## config.mk

```make
export PLATFORM = sky130hd
export DESIGN_NAME = fofm_matcher
export DESIGN_NICKNAME = d
export VERILOG_FILES = /design/src/fofm_matcher.v
export VERILOG_INCLUDE_DIRS = /design/src
export SDC_FILE = /design/constraint.sdc
export NUM_CORES = 2
export LEC_CHECK = 0
export BUFFER_PORTS_ARGS = -buffer_cell sky130_fd_sc_hd__buf_4
export CELL_PAD_IN_SITES_DETAIL_PLACEMENT = 1
export CELL_PAD_IN_SITES_GLOBAL_PLACEMENT = 1
export CORE_MARGIN = 3
export CORE_UTILIZATION = 30
export CTS_CLUSTER_DIAMETER = 150
export CTS_CLUSTER_SIZE = 25
export DETAILED_ROUTE_END_ITERATION = 7
export HOLD_SLACK_MARGIN = 0.08
export PLACE_DENSITY_LB_ADDON = 0.1
export SLEW_MARGIN = 5
export SYNTH_ARGS = -nofsm -noshare
export SYNTH_HDL_FRONTEND = slang
export SYNTH_SLANG_ARGS = --single-unit
```

## constraint.sdc

```tcl
create_clock -name mclk_i -period 16.7 [get_ports mclk_i]
set_input_delay 0 -clock mclk_i [delete_from_list [all_inputs] [get_ports mclk_i]]
set_output_delay 0 -clock mclk_i [all_outputs]
set_load 0.01 [all_outputs]
```

## src/fofm_consts.vh

```
// Constants for the fixed-offset frame matcher: register map, fields, resets.
// Assumes a 32-bit APB slave with word-aligned registers.
`ifndef FOFM_CONSTS_VH
`define FOFM_CONSTS_VH
`define FOFM_NUM_FILT      8
`define FOFM_OFF_W         11
`define FOFM_ADDR_CTRL     12'h000
`define FOFM_ADDR_OFFSET   12'h004
`define FOFM_ADDR_FILT0    12'h040
`define FOFM_ADDR_CNT0     12'h080
`define FOFM_ADDR_MODE     12'h060
`define FOFM_FILT_STRIDE   12'h004
`define FOFM_REF_LSB       0
`define FOFM_REF_W         2
`define FOFM_REF_MAC       2'h0
`define FOFM_REF_IPV4      2'h1
`define FOFM_REF_UDP       2'h2
`define FOFM_REF_FRAME     2'h3
`define FOFM_MODE_BIT      0
`define FOFM_CODE_LSB      16
`define FOFM_MASK_LSB      0
`define FOFM_CTRL_RST      2'h0
`define FOFM_OFFSET_RST    11'h000
`define FOFM_CODE_RST      16'h0000
`define FOFM_MASK_RST      16'h0000
`endif

```

## src/fofm_matcher.v

```verilog
// Fixed-offset frame matcher: eight filters with APB registers and frame counters.
// Assumes a receive parser on mclk_i delivering one byte per cycle with
// start-of-payload markers and an end-of-frame strobe carrying the other criteria.
//
// Function
// - A filter in ignore mode passes frames unless its other criteria block them.
// - A filter in equality mode passes a frame only if the addressed bytes match the pattern.
// - The reference point can be the start of the MAC, IPv4 or UDP payload.
// - The whole-frame reference is the first byte after the start-of-frame delimiter.
// - The reference selection is a single setting shared by all filters of the port.
// - The offset counts bytes from the reference, zero being its first byte.
// - A frame too short to hold both addressed bytes does not match.
// - The byte offset is a single setting shared by all filters of the port.
// - Each filter holds its own 16-bit comparison code.
// - The mask is ANDed with the code so only surviving bits decide the match.
// - The port provides eight independent filters with their own verdicts.
// - Each filter counts the frames that satisfy all of its selection criteria.
//
// Local design decisions: the register offsets and the APB register port.
`timescale 1ns/1ns
`include "fofm_consts.vh"
module fofm_matcher #(
  parameter NUM_FILT = `FOFM_NUM_FILT,
  parameter OFF_W    = `FOFM_OFF_W
) (
  // Clock and reset
  input  wire                 mclk_i,
  input  wire                 rst_i,
  // APB slave
  input  wire                 psel_i,
  input  wire                 penable_i,
  input  wire                 pwrite_i,
  input  wire [11:0]          paddr_i,
  input  wire [31:0]          pwdata_i,
  output reg  [31:0]          prdata_o,
  output reg                  pready_o,
  output reg                  pslverr_o,
  // Receive byte stream
  input  wire                 rx_valid_i,
  input  wire [7:0]           rx_data_i,
  input  wire                 rx_sof_i,
  input  wire                 rx_mac_pl_i,
  input  wire                 rx_ipv4_pl_i,
  input  wire                 rx_udp_pl_i,
  input  wire                 rx_eof_i,
  input  wire [NUM_FILT-1:0]  other_pass_i,
  // Verdicts
  output reg  [NUM_FILT-1:0]  verdict_o,
  output reg                  verdict_valid_o
);

  reg [`FOFM_REF_W-1:0] ref_sel;
  reg [OFF_W-1:0]       offset;
  reg [NUM_FILT-1:0]    mode_eq;
  reg [15:0]            code [0:NUM_FILT-1];
  reg [15:0]            mask [0:NUM_FILT-1];
  reg [31:0]            cnt  [0:NUM_FILT-1];

  reg                   armed;
  reg [OFF_W:0]         pos;
  reg [15:0]            field;
  reg [1:0]             got;

  reg                   ref_hit;
  wire                  ref_byte;
  wire                  in_frame;
  wire [OFF_W:0]        cur_pos;
  wire [OFF_W:0]        off_pos;
  wire [OFF_W:0]        off_next;
  wire                  wr;
  wire                  rd;
  wire [11:0]           filt_a;
  wire [11:0]           cnt_a;
  wire [2:0]            filt_i;
  wire [2:0]            cnt_i;
  wire                  in_filt;
  wire                  in_cnt;
  wire                  at_ctrl;
  wire                  at_offset;
  wire                  at_mode;
  reg  [1:0]            next_got;
  reg  [15:0]           next_field;
  reg  [NUM_FILT-1:0]   next_verdict;
  reg  [31:0]           next_rdata;
  reg                   next_err;
  integer               kv;
  integer               kr;
  integer               kc;

  localparam [11:0] FILT_BASE = `FOFM_ADDR_FILT0;
  localparam [11:0] CNT_BASE  = `FOFM_ADDR_CNT0;

  // Reference point selection
  always @* begin
    case (ref_sel)
      `FOFM_REF_MAC: begin
        ref_hit = rx_mac_pl_i;
      end
      `FOFM_REF_IPV4: begin
        ref_hit = rx_ipv4_pl_i;
      end
      `FOFM_REF_UDP: begin
        ref_hit = rx_udp_pl_i;
      end
      `FOFM_REF_FRAME: begin
        ref_hit = rx_sof_i;
      end
      default: begin
        ref_hit = 1'b0;
      end
    endcase
  end

  // Position counts from zero at the reference byte
  assign ref_byte = rx_valid_i & ref_hit;
  assign in_frame = rx_valid_i & (armed | ref_hit);
  assign cur_pos  = ref_byte ? {(OFF_W+1){1'b0}} : pos;
  assign off_pos  = {1'b0, offset};
  assign off_next = off_pos + {{OFF_W{1'b0}}, 1'b1};

  // Capture of the two addressed bytes
  always @* begin
    next_got   = got;
    next_field = field;
    if (in_frame & (cur_pos == off_pos)) begin
      next_got   = 2'h1;
      next_field = {field[7:0], rx_data_i};
    end else if (in_frame & (got == 2'h1) & (cur_pos == off_next)) begin
      next_got   = 2'h2;
      next_field = {field[7:0], rx_data_i};
    end
  end

  // Reference seen in the current frame
  always @(posedge mclk_i or posedge rst_i) begin
    if (rst_i) begin
      armed <= 1'b0;
    end else if (rx_eof_i) begin
      armed <= 1'b0;
    end else if (ref_byte) begin
      armed <= 1'b1;
    end
  end

  // Byte position from the reference, saturating
  always @(posedge mclk_i or posedge rst_i) begin
    if (rst_i) begin
      pos <= {(OFF_W+1){1'b0}};
    end else if (rx_eof_i) begin
      pos <= {(OFF_W+1){1'b0}};
    end else if (in_frame & ~(&pos)) begin
      pos <= cur_pos + {{OFF_W{1'b0}}, 1'b1};
    end
  end

  // Addressed bytes of the current frame
  always @(posedge mclk_i or posedge rst_i) begin
    if (rst_i) begin
      got   <= 2'h0;
      field <= 16'h0000;
    end else if (rx_eof_i) begin
      got   <= 2'h0;
    end else if (rx_sof_i & rx_valid_i & (ref_sel != `FOFM_REF_FRAME)) begin
      got   <= 2'h0;
      field <= next_field;
    end else begin
      got   <= next_got;
      field <= next_field;
    end
  end

  // Per-filter verdict on end of frame
  always @* begin
    for (kv = 0; kv < NUM_FILT; kv = kv + 1) begin
      if (!mode_eq[kv]) begin
        next_verdict[kv] = other_pass_i[kv];
      end else begin
        next_verdict[kv] = other_pass_i[kv] & (got == 2'h2) &
                           ((field & mask[kv]) == (code[kv] & mask[kv]));
      end
    end
  end

  // APB decode
  assign wr        = psel_i & penable_i & pwrite_i & ~pready_o;
  assign rd        = psel_i & penable_i & ~pwrite_i & ~pready_o;
  assign filt_a    = paddr_i - FILT_BASE;
  assign cnt_a     = paddr_i - CNT_BASE;
  assign filt_i    = filt_a[4:2];
  assign cnt_i     = cnt_a[4:2];
  assign in_filt   = (paddr_i[11:5] == FILT_BASE[11:5]) & (paddr_i[1:0] == 2'h0);
  assign in_cnt    = (paddr_i[11:5] == CNT_BASE[11:5]) & (paddr_i[1:0] == 2'h0);
  assign at_ctrl   = (paddr_i == `FOFM_ADDR_CTRL);
  assign at_offset = (paddr_i == `FOFM_ADDR_OFFSET);
  assign at_mode   = (paddr_i == `FOFM_ADDR_MODE);

  // Read data and error for the addressed register
  always @* begin
    next_rdata = 32'h0000_0000;
    next_err   = 1'b0;
    if (at_ctrl) begin
      next_rdata[`FOFM_REF_W-1:0] = ref_sel;
    end else if (at_offset) begin
      next_rdata[OFF_W-1:0] = offset;
    end else if (in_filt) begin
      next_rdata = {code[filt_i], mask[filt_i]};
    end else if (in_cnt) begin
      next_rdata = cnt[cnt_i];
    end else if (at_mode) begin
      next_rdata[NUM_FILT-1:0] = mode_eq;
    end else begin
      next_err = 1'b1;
    end
  end

  // Bus handshake: one wait state, answer in the second access cycle
  always @(posedge mclk_i or posedge rst_i) begin
    if (rst_i) begin
      pready_o  <= 1'b0;
      pslverr_o <= 1'b0;
      prdata_o  <= 32'h0000_0000;
    end else begin
      pready_o  <= psel_i & penable_i & ~pready_o;
      pslverr_o <= (wr | rd) & next_err;
      if (rd) begin
        prdata_o <= next_rdata;
      end
    end
  end

  // Port-wide settings: reference and offset shared by all filters, one mode bit per filter
  always @(posedge mclk_i or posedge rst_i) begin
    if (rst_i) begin
      ref_sel <= `FOFM_CTRL_RST;
      offset  <= `FOFM_OFFSET_RST;
      mode_eq <= {NUM_FILT{1'b0}};
    end else if (wr) begin
      if (at_ctrl) begin
        ref_sel <= pwdata_i[`FOFM_REF_W-1:0];
      end
      if (at_offset) begin
        offset <= pwdata_i[OFF_W-1:0];
      end
      if (at_mode) begin
        mode_eq <= pwdata_i[NUM_FILT-1:0];
      end
    end
  end

  // Per-filter code and mask
  always @(posedge mclk_i or posedge rst_i) begin
    if (rst_i) begin
      for (kr = 0; kr < NUM_FILT; kr = kr + 1) begin
        code[kr] <= `FOFM_CODE_RST;
        mask[kr] <= `FOFM_MASK_RST;
      end
    end else if (wr & in_filt) begin
      code[filt_i] <= pwdata_i[31:16];
      mask[filt_i] <= pwdata_i[15:0];
    end
  end

  // Verdicts, one cycle after end of frame
  always @(posedge mclk_i or posedge rst_i) begin
    if (rst_i) begin
      verdict_o       <= {NUM_FILT{1'b0}};
      verdict_valid_o <= 1'b0;
    end else begin
      verdict_valid_o <= rx_eof_i;
      if (rx_eof_i) begin
        verdict_o <= next_verdict;
      end
    end
  end

  // Frame counters, wrapping
  always @(posedge mclk_i or posedge rst_i) begin
    if (rst_i) begin
      for (kc = 0; kc < NUM_FILT; kc = kc + 1) begin
        cnt[kc] <= 32'h0000_0000;
      end
    end else begin
      for (kc = 0; kc < NUM_FILT; kc = kc + 1) begin
        if (rx_eof_i & next_verdict[kc]) begin
          cnt[kc] <= cnt[kc] + 32'h0000_0001;
        end
      end
    end
  end

endmodule // fofm_matcher

```

=== Word level (Yosys, flattened, before mapping) ===
Cells that the tools add are included.

* Logic and storage cells: 196
* Bits in latches: 0
* Bits in read-only memories: 0
* Flip-flop bits (word level): 607
* Memories: 0
* Bits in writable memories: 0

* Equal/unequal tests: 20
* Div/mod/pow operators: 0
* Add/subtract/negate cells: 12
* $lt $le $gt $ge: 3
* Shift operators: 0
* Reductions and logical operators: 13
* Bitwise logic cells: 66
* Multiplexer cells: 46
* Multiply operators: 0

{| class="wikitable"
|+ Operator list
! operator !! number
|-
| 32-bit by 1-bit adder with 32-bit output, second input constant || 8
|-
| 16-bit AND || 16
|-
| 128-bit bitwise mux || 2
|-
| 16-bit equality test || 8
|-
| 16-bit two-way mux || 7
|-
| 16-bit binary-select mux with 3-bit select || 2
|-
| 32-bit binary-select mux with 3-bit select || 1
|-
| 32-bit two-way mux || 3
|-
| 16-bit demux with 3-bit select || 1
|-
| 1-bit AND || 42
|-
| 12-bit two-way mux || 3
|-
| 30-bit two-way mux || 1
|-
| 24-bit two-way mux || 1
|-
| 21-bit two-way mux || 1
|-
| 8-bit two-way mux || 2
|-
| 1-bit two-way mux || 15
|-
| 11-bit by 1-bit adder with 12-bit output, second input constant || 1
|-
| 12-bit by 1-bit adder with 12-bit output, second input constant || 1
|-
| 12-bit by 11-bit equality test with 1-bit output || 1
|-
| 12-bit equality test || 1
|-
| 12-bit by 3-bit equality test with 1-bit output, second input constant || 1
|-
| 12-bit by 7-bit equality test with 1-bit output, second input constant || 1
|-
| 12-bit logical NOT || 1
|-
| 12-bit AND reduction || 1
|-
| other kinds (19) || 39
|}

=== Longest topological paths before layout ===
* Depth in word-level cells: 10
* Gate-level depth with buffers: 10
* Gate-level depth less buffers: 9

=== Least setup slack after synthesis ===
Ideal clock, no wire load.

* Path type: register -> register
* From: register ref_sel[1]
* To: register field[0]
* Setup slack: 13.830 ns
* Path buffers: 1
* Stages on the path, launching flop included: 9
* Required time: 16.575 ns
* Data arrival time: 2.745 ns
* Cell sequence: dfrtp_1 -> mux4_2 -> and2_4 -> o32a_1 -> nand4b_1 -> or4_4 -> a21oi_4 -> buf_12 -> mux2_4

* Word-level cells in the longest chain between the ends: 8
* Elaborated cells on any way between the ends: 17
* Those cells by class: 5 x eq/ne; 3 x mux; 6 x bitwise; 3 x reduce/logical

{| class="wikitable"
|+ Ends and longest elaborated chain
! item !! line !! RTL
|-
| from (decl) || fofm_matcher.v:52 || <nowiki>reg [`FOFM_REF_W-1:0] ref_sel;</nowiki>
|-
| from (signal assigned) || fofm_matcher.v:234 || <nowiki>ref_sel <= `FOFM_CTRL_RST;</nowiki>
|-
| from (signal assigned) || fofm_matcher.v:239 || <nowiki>ref_sel <= pwdata_i[`FOFM_REF_W-1:0];</nowiki>
|-
| 2-bit equality test (tied with other cells) || fofm_matcher.v:95 || <nowiki>case (ref_sel)</nowiki>
|-
| 1-bit case mux with 4 select lines * || fofm_matcher.v:95 ||
|-
| 1-bit AND / 1-bit OR (equally long branches) || fofm_matcher.v:115, fofm_matcher.v:116 ||
|-
| 12-bit two-way mux / 1-bit AND (equally long branches) || fofm_matcher.v:117, fofm_matcher.v:116 ||
|-
| 12-bit by 11-bit equality test with 1-bit output (tied with other cells) || fofm_matcher.v:125 || <nowiki>if (in_frame & (cur_pos == off_pos)) begin</nowiki>
|-
| 1-bit AND (on tied branches) || fofm_matcher.v:125, fofm_matcher.v:128 ||
|-
| 2-bit nonzero test (no line) || n/a ||
|-
| 2-bit AND reduction (no line) || n/a ||
|-
| to (signal assigned) || fofm_matcher.v:165 || <nowiki>field <= next_field;</nowiki>
|-
| to (signal assigned) || fofm_matcher.v:168 || <nowiki>field <= next_field;</nowiki>
|-
| to (decl) || fofm_matcher.v:61 || <nowiki>reg [15:0] field;</nowiki>
|}

Mark *: on every way between the ends. The rest lies on a longest branch, timed or not.
A chain may end at the register's enable or synchronous reset.

==> impl_metrics.ini <==
[run]
cap_violations = 0

[pwr]
switchingPower_mw = 0.922
p_leak_nw = 15.6
power_frac_comb_pct = 15.0
pwr-share-seq_pct = 57.7
powerDensity_nw_per_um2 = 85.3
clkPwrFrac_pct = 27.3
power.total_mw = 2.98
swShare_pct = 31.0
p_int_mw = 2.05
vdd_ir_drop_max_v = 0.0000813

[clock_network]
cts_root_buf = clkbuf_16
worstSkewPairLatency_ns = 0.66
ctsHtreeMaxLevel = 1
cts_setup_buffers = 0
post_cts_resized = 0
cts_buffers = 28
cts_tree = done
clock_sinks = 607
clockBufferDepth = 3
cts.clk_slew.worst_paths_ns = 0.11
hold_buffers = 63

[grt]
grtUsageTotal_pct = 20.4
grt_pass1_wl_mm = 162
grt_start_max_net_pins = 164
grt_antenna_before_repair = 5
overflow = 0
grt_pass1_vias = 22500

[synth]
ys_top_cells_by_count = dfrtp_1 (607), mux2_2 (293), xnor2_1 (233), xor2_1 (156), nand3_1 (133)
avgSynthCellArea_um2 = 12.5
ys.flop_type = dfrtp_1
synth_edf_count = 0
ys_ff_latch = 607
synth_top_cell_by_area = dfrtp_1
yosys.cell_types.count = 66
ys_warn_count = 0
netlist_area_um2 = 31200
synth_cells = 2501
postSynth.asyncResetShare_pct = 100
yosysMostFrequentCell = dfrtp_1
synthDominantCellAreaShare_pct = 48.7
synthTopCellsByArea = dfrtp_1 (49%), mux2_2 (11%), mux4_2 (9.3%)
syn_nets = 2581
seq_area_frac_synth_pct = 48.7

[drt]
route.detailed.drc = 0
first_pass_iters = 5
ant_nets = 0
wl_per_cell_um = 27.9
num_vias = 21000
wl_mm = 111
vias_per_cell = 5.31
drt_iter0_markers = 1347

[timing]
setup-tns-final_ns = 0
fin_worst_skew_ns = 0.0413
fin_ws_ns = 12.57
period_minus_slack_ns = 4.13
fmax_mhz = 242
drv_slew = 0
timing.final.crit_share_pct = 24.7
hold_viol = 0
tightest_slew_ns = 1.14
rsz0062_at_grt = false
setup_viol = 0
slew_headroom_pct = 24.1

[finish]
fin_cells = 3965
fill_cells = 11000
utilization_pct = 34.1
multi_input_area_um2 = 15300
layout-drive-gt1-share_pct = 24.6
seq_area_um2 = 15200
area_growth_pct = 11.9
nNetsFinal = 2673

[critical_path]
required_ns = 17.39
worst_setup_path_start_kind = primary input
worstRegToRegCells = 8
path_class = in -> async
r2r-start = ref_sel[1]$_DFFE_PP0P_
r2r_setup_slack_ns = 12.62
worstPathMaxFanout = 75
end_kind = asynchronous set/reset pin
cp.arrival_ns = 4.82
r2r-end = field[12]$_DFFE_PP0P_

[floorplan]
fp.dieH_um = 328
boundaryPins = 114
core-area_um2 = 102000
start_util_pct = 30.4
num_rows = 117
dieArea_um2 = 108000
die_w_um = 328

[worst_hold_path]
worstHoldPathType = in -> async

[placement]
placed_cells = 3868
place_hpwl_mm = 80.1
post-place-ws_ns = 12.13
gp_congestion = 0.810
portBuffers = 113

[outcome]
status = finished, final reports clean
## power by group through the flow
stage | logic, mW | clock network, mW | registers [mW]
final | 0.446 | 0.813 | 1.72
after global routing | 0.488 | 0.902 | 1.74
after CTS | 0.456 | 0.859 | 1.72
after detailed placement | 0.441 | 0 | 1.75
after global placement | 0.432 | 0 | 1.74
after floorplan | 0.328 | 0 | 1.65
## cell families after synthesis
| group | Yosys count | synth area share, % |
|---|---|---|
| buf+inv | 196 | 2.52 |
| xor+xnor | 390 | 11.0 |
| flops | 607 | 48.7 |
| compound gates | 230 | 5.23 |
| simple gates | 574 | 9.81 |
| fa+ha+maj | 9 | 0.361 |
| mux | 495 | 22.4 |
## worst max-delay path: stages
cell	delay, ns
dlygate4sd3_1	0.53
buf_4	0.14
clkinvlp_4	0.05
buf_4	0.55
buf_4	0.87
buf_4	0.81
buf_4	0.91
buf_4	0.80
## through the flow
stage	instance area [um2]	hold WS, ns
2_1_floorplan	31200	0.0314
3_3_place_gp	33500	0.242
3_5_place_dp	33500	0.245
4_1_cts	34900	0.0881
5_1_grt	34900	0.126
6_report	34900	0.126
## layout by cell type (no fill, tap or decap), drive strengths merged, types with 11 or more instances in the layout
| cell | n |
|---|---|
| a21oi | 37 |
| a22oi | 53 |
| and2 | 21 |
| and3 | 50 |
| and4 | 24 |
| buf | 148 |
| clkbuf | 28 |
| dfrtp | 607 |
| dlygate4sd3 | 63 |
| inv | 46 |
| mux2 | 303 |
| mux2i | 63 |
| mux4 | 129 |
| nand2 | 116 |
| nand2b | 11 |
| nand3 | 133 |
| nand4 | 78 |
| nor2 | 72 |
| nor3 | 23 |
| nor4 | 11 |
| o21a | 23 |
| o21ai | 34 |
| o221ai | 21 |
| o31ai | 13 |
| xnor2 | 233 |
| xor2 | 156 |
## layout make-up
type / instances / area share, %
repair buffers: 211 / 5.10
multi-input cells: 1698 / 43.8
clock buffers: 28 / 2.01
inverters: 47 / 0.516
flip-flops and latches: 607 / 43.5
diodes: 3 / 0.0215
clock inverters: 3 / 0.115
well taps: 1368 / 4.91
## registers in the layout, indices dropped and copies added, names as in the netlist, 8 cells and up
| name | flops |
|---|---|
| mode_eq | 8 |
| field | 16 |
| verdict_o | 8 |
| offset | 11 |
| prdata_o | 32 |
| mask | 128 |
| cnt | 256 |
| pos | 12 |
| code | 128 |
## worst max-delay path by stage
stage | from | to | slack [ns] | cells past startpoint
global placement | rst_i | field[15]$_DFFE_PP0P_ | 12.28 | 7
CTS | rst_i | field[1]$_DFFE_PP0P_ | 12.31 | 8
detailed placement | rst_i | mask[26]$_DFFE_PP0P_ | 12.13 | 7
finish | rst_i | code[81]$_DFFE_PP0P_ | 12.57 | 8
floorplan | rst_i | armed$_DFFE_PP0P_ | 8.42 | 1
global route | rst_i | code[81]$_DFFE_PP0P_ | 11.85 | 8
## per-layer routing
metal,track usage (%),routed length [um]
met5,0,13
met4,4.78,2770
met1,28.8,51300
met2,33.4,52500
met3,2.44,4080
No activity file was read; power rests on OpenSTA's default activity.
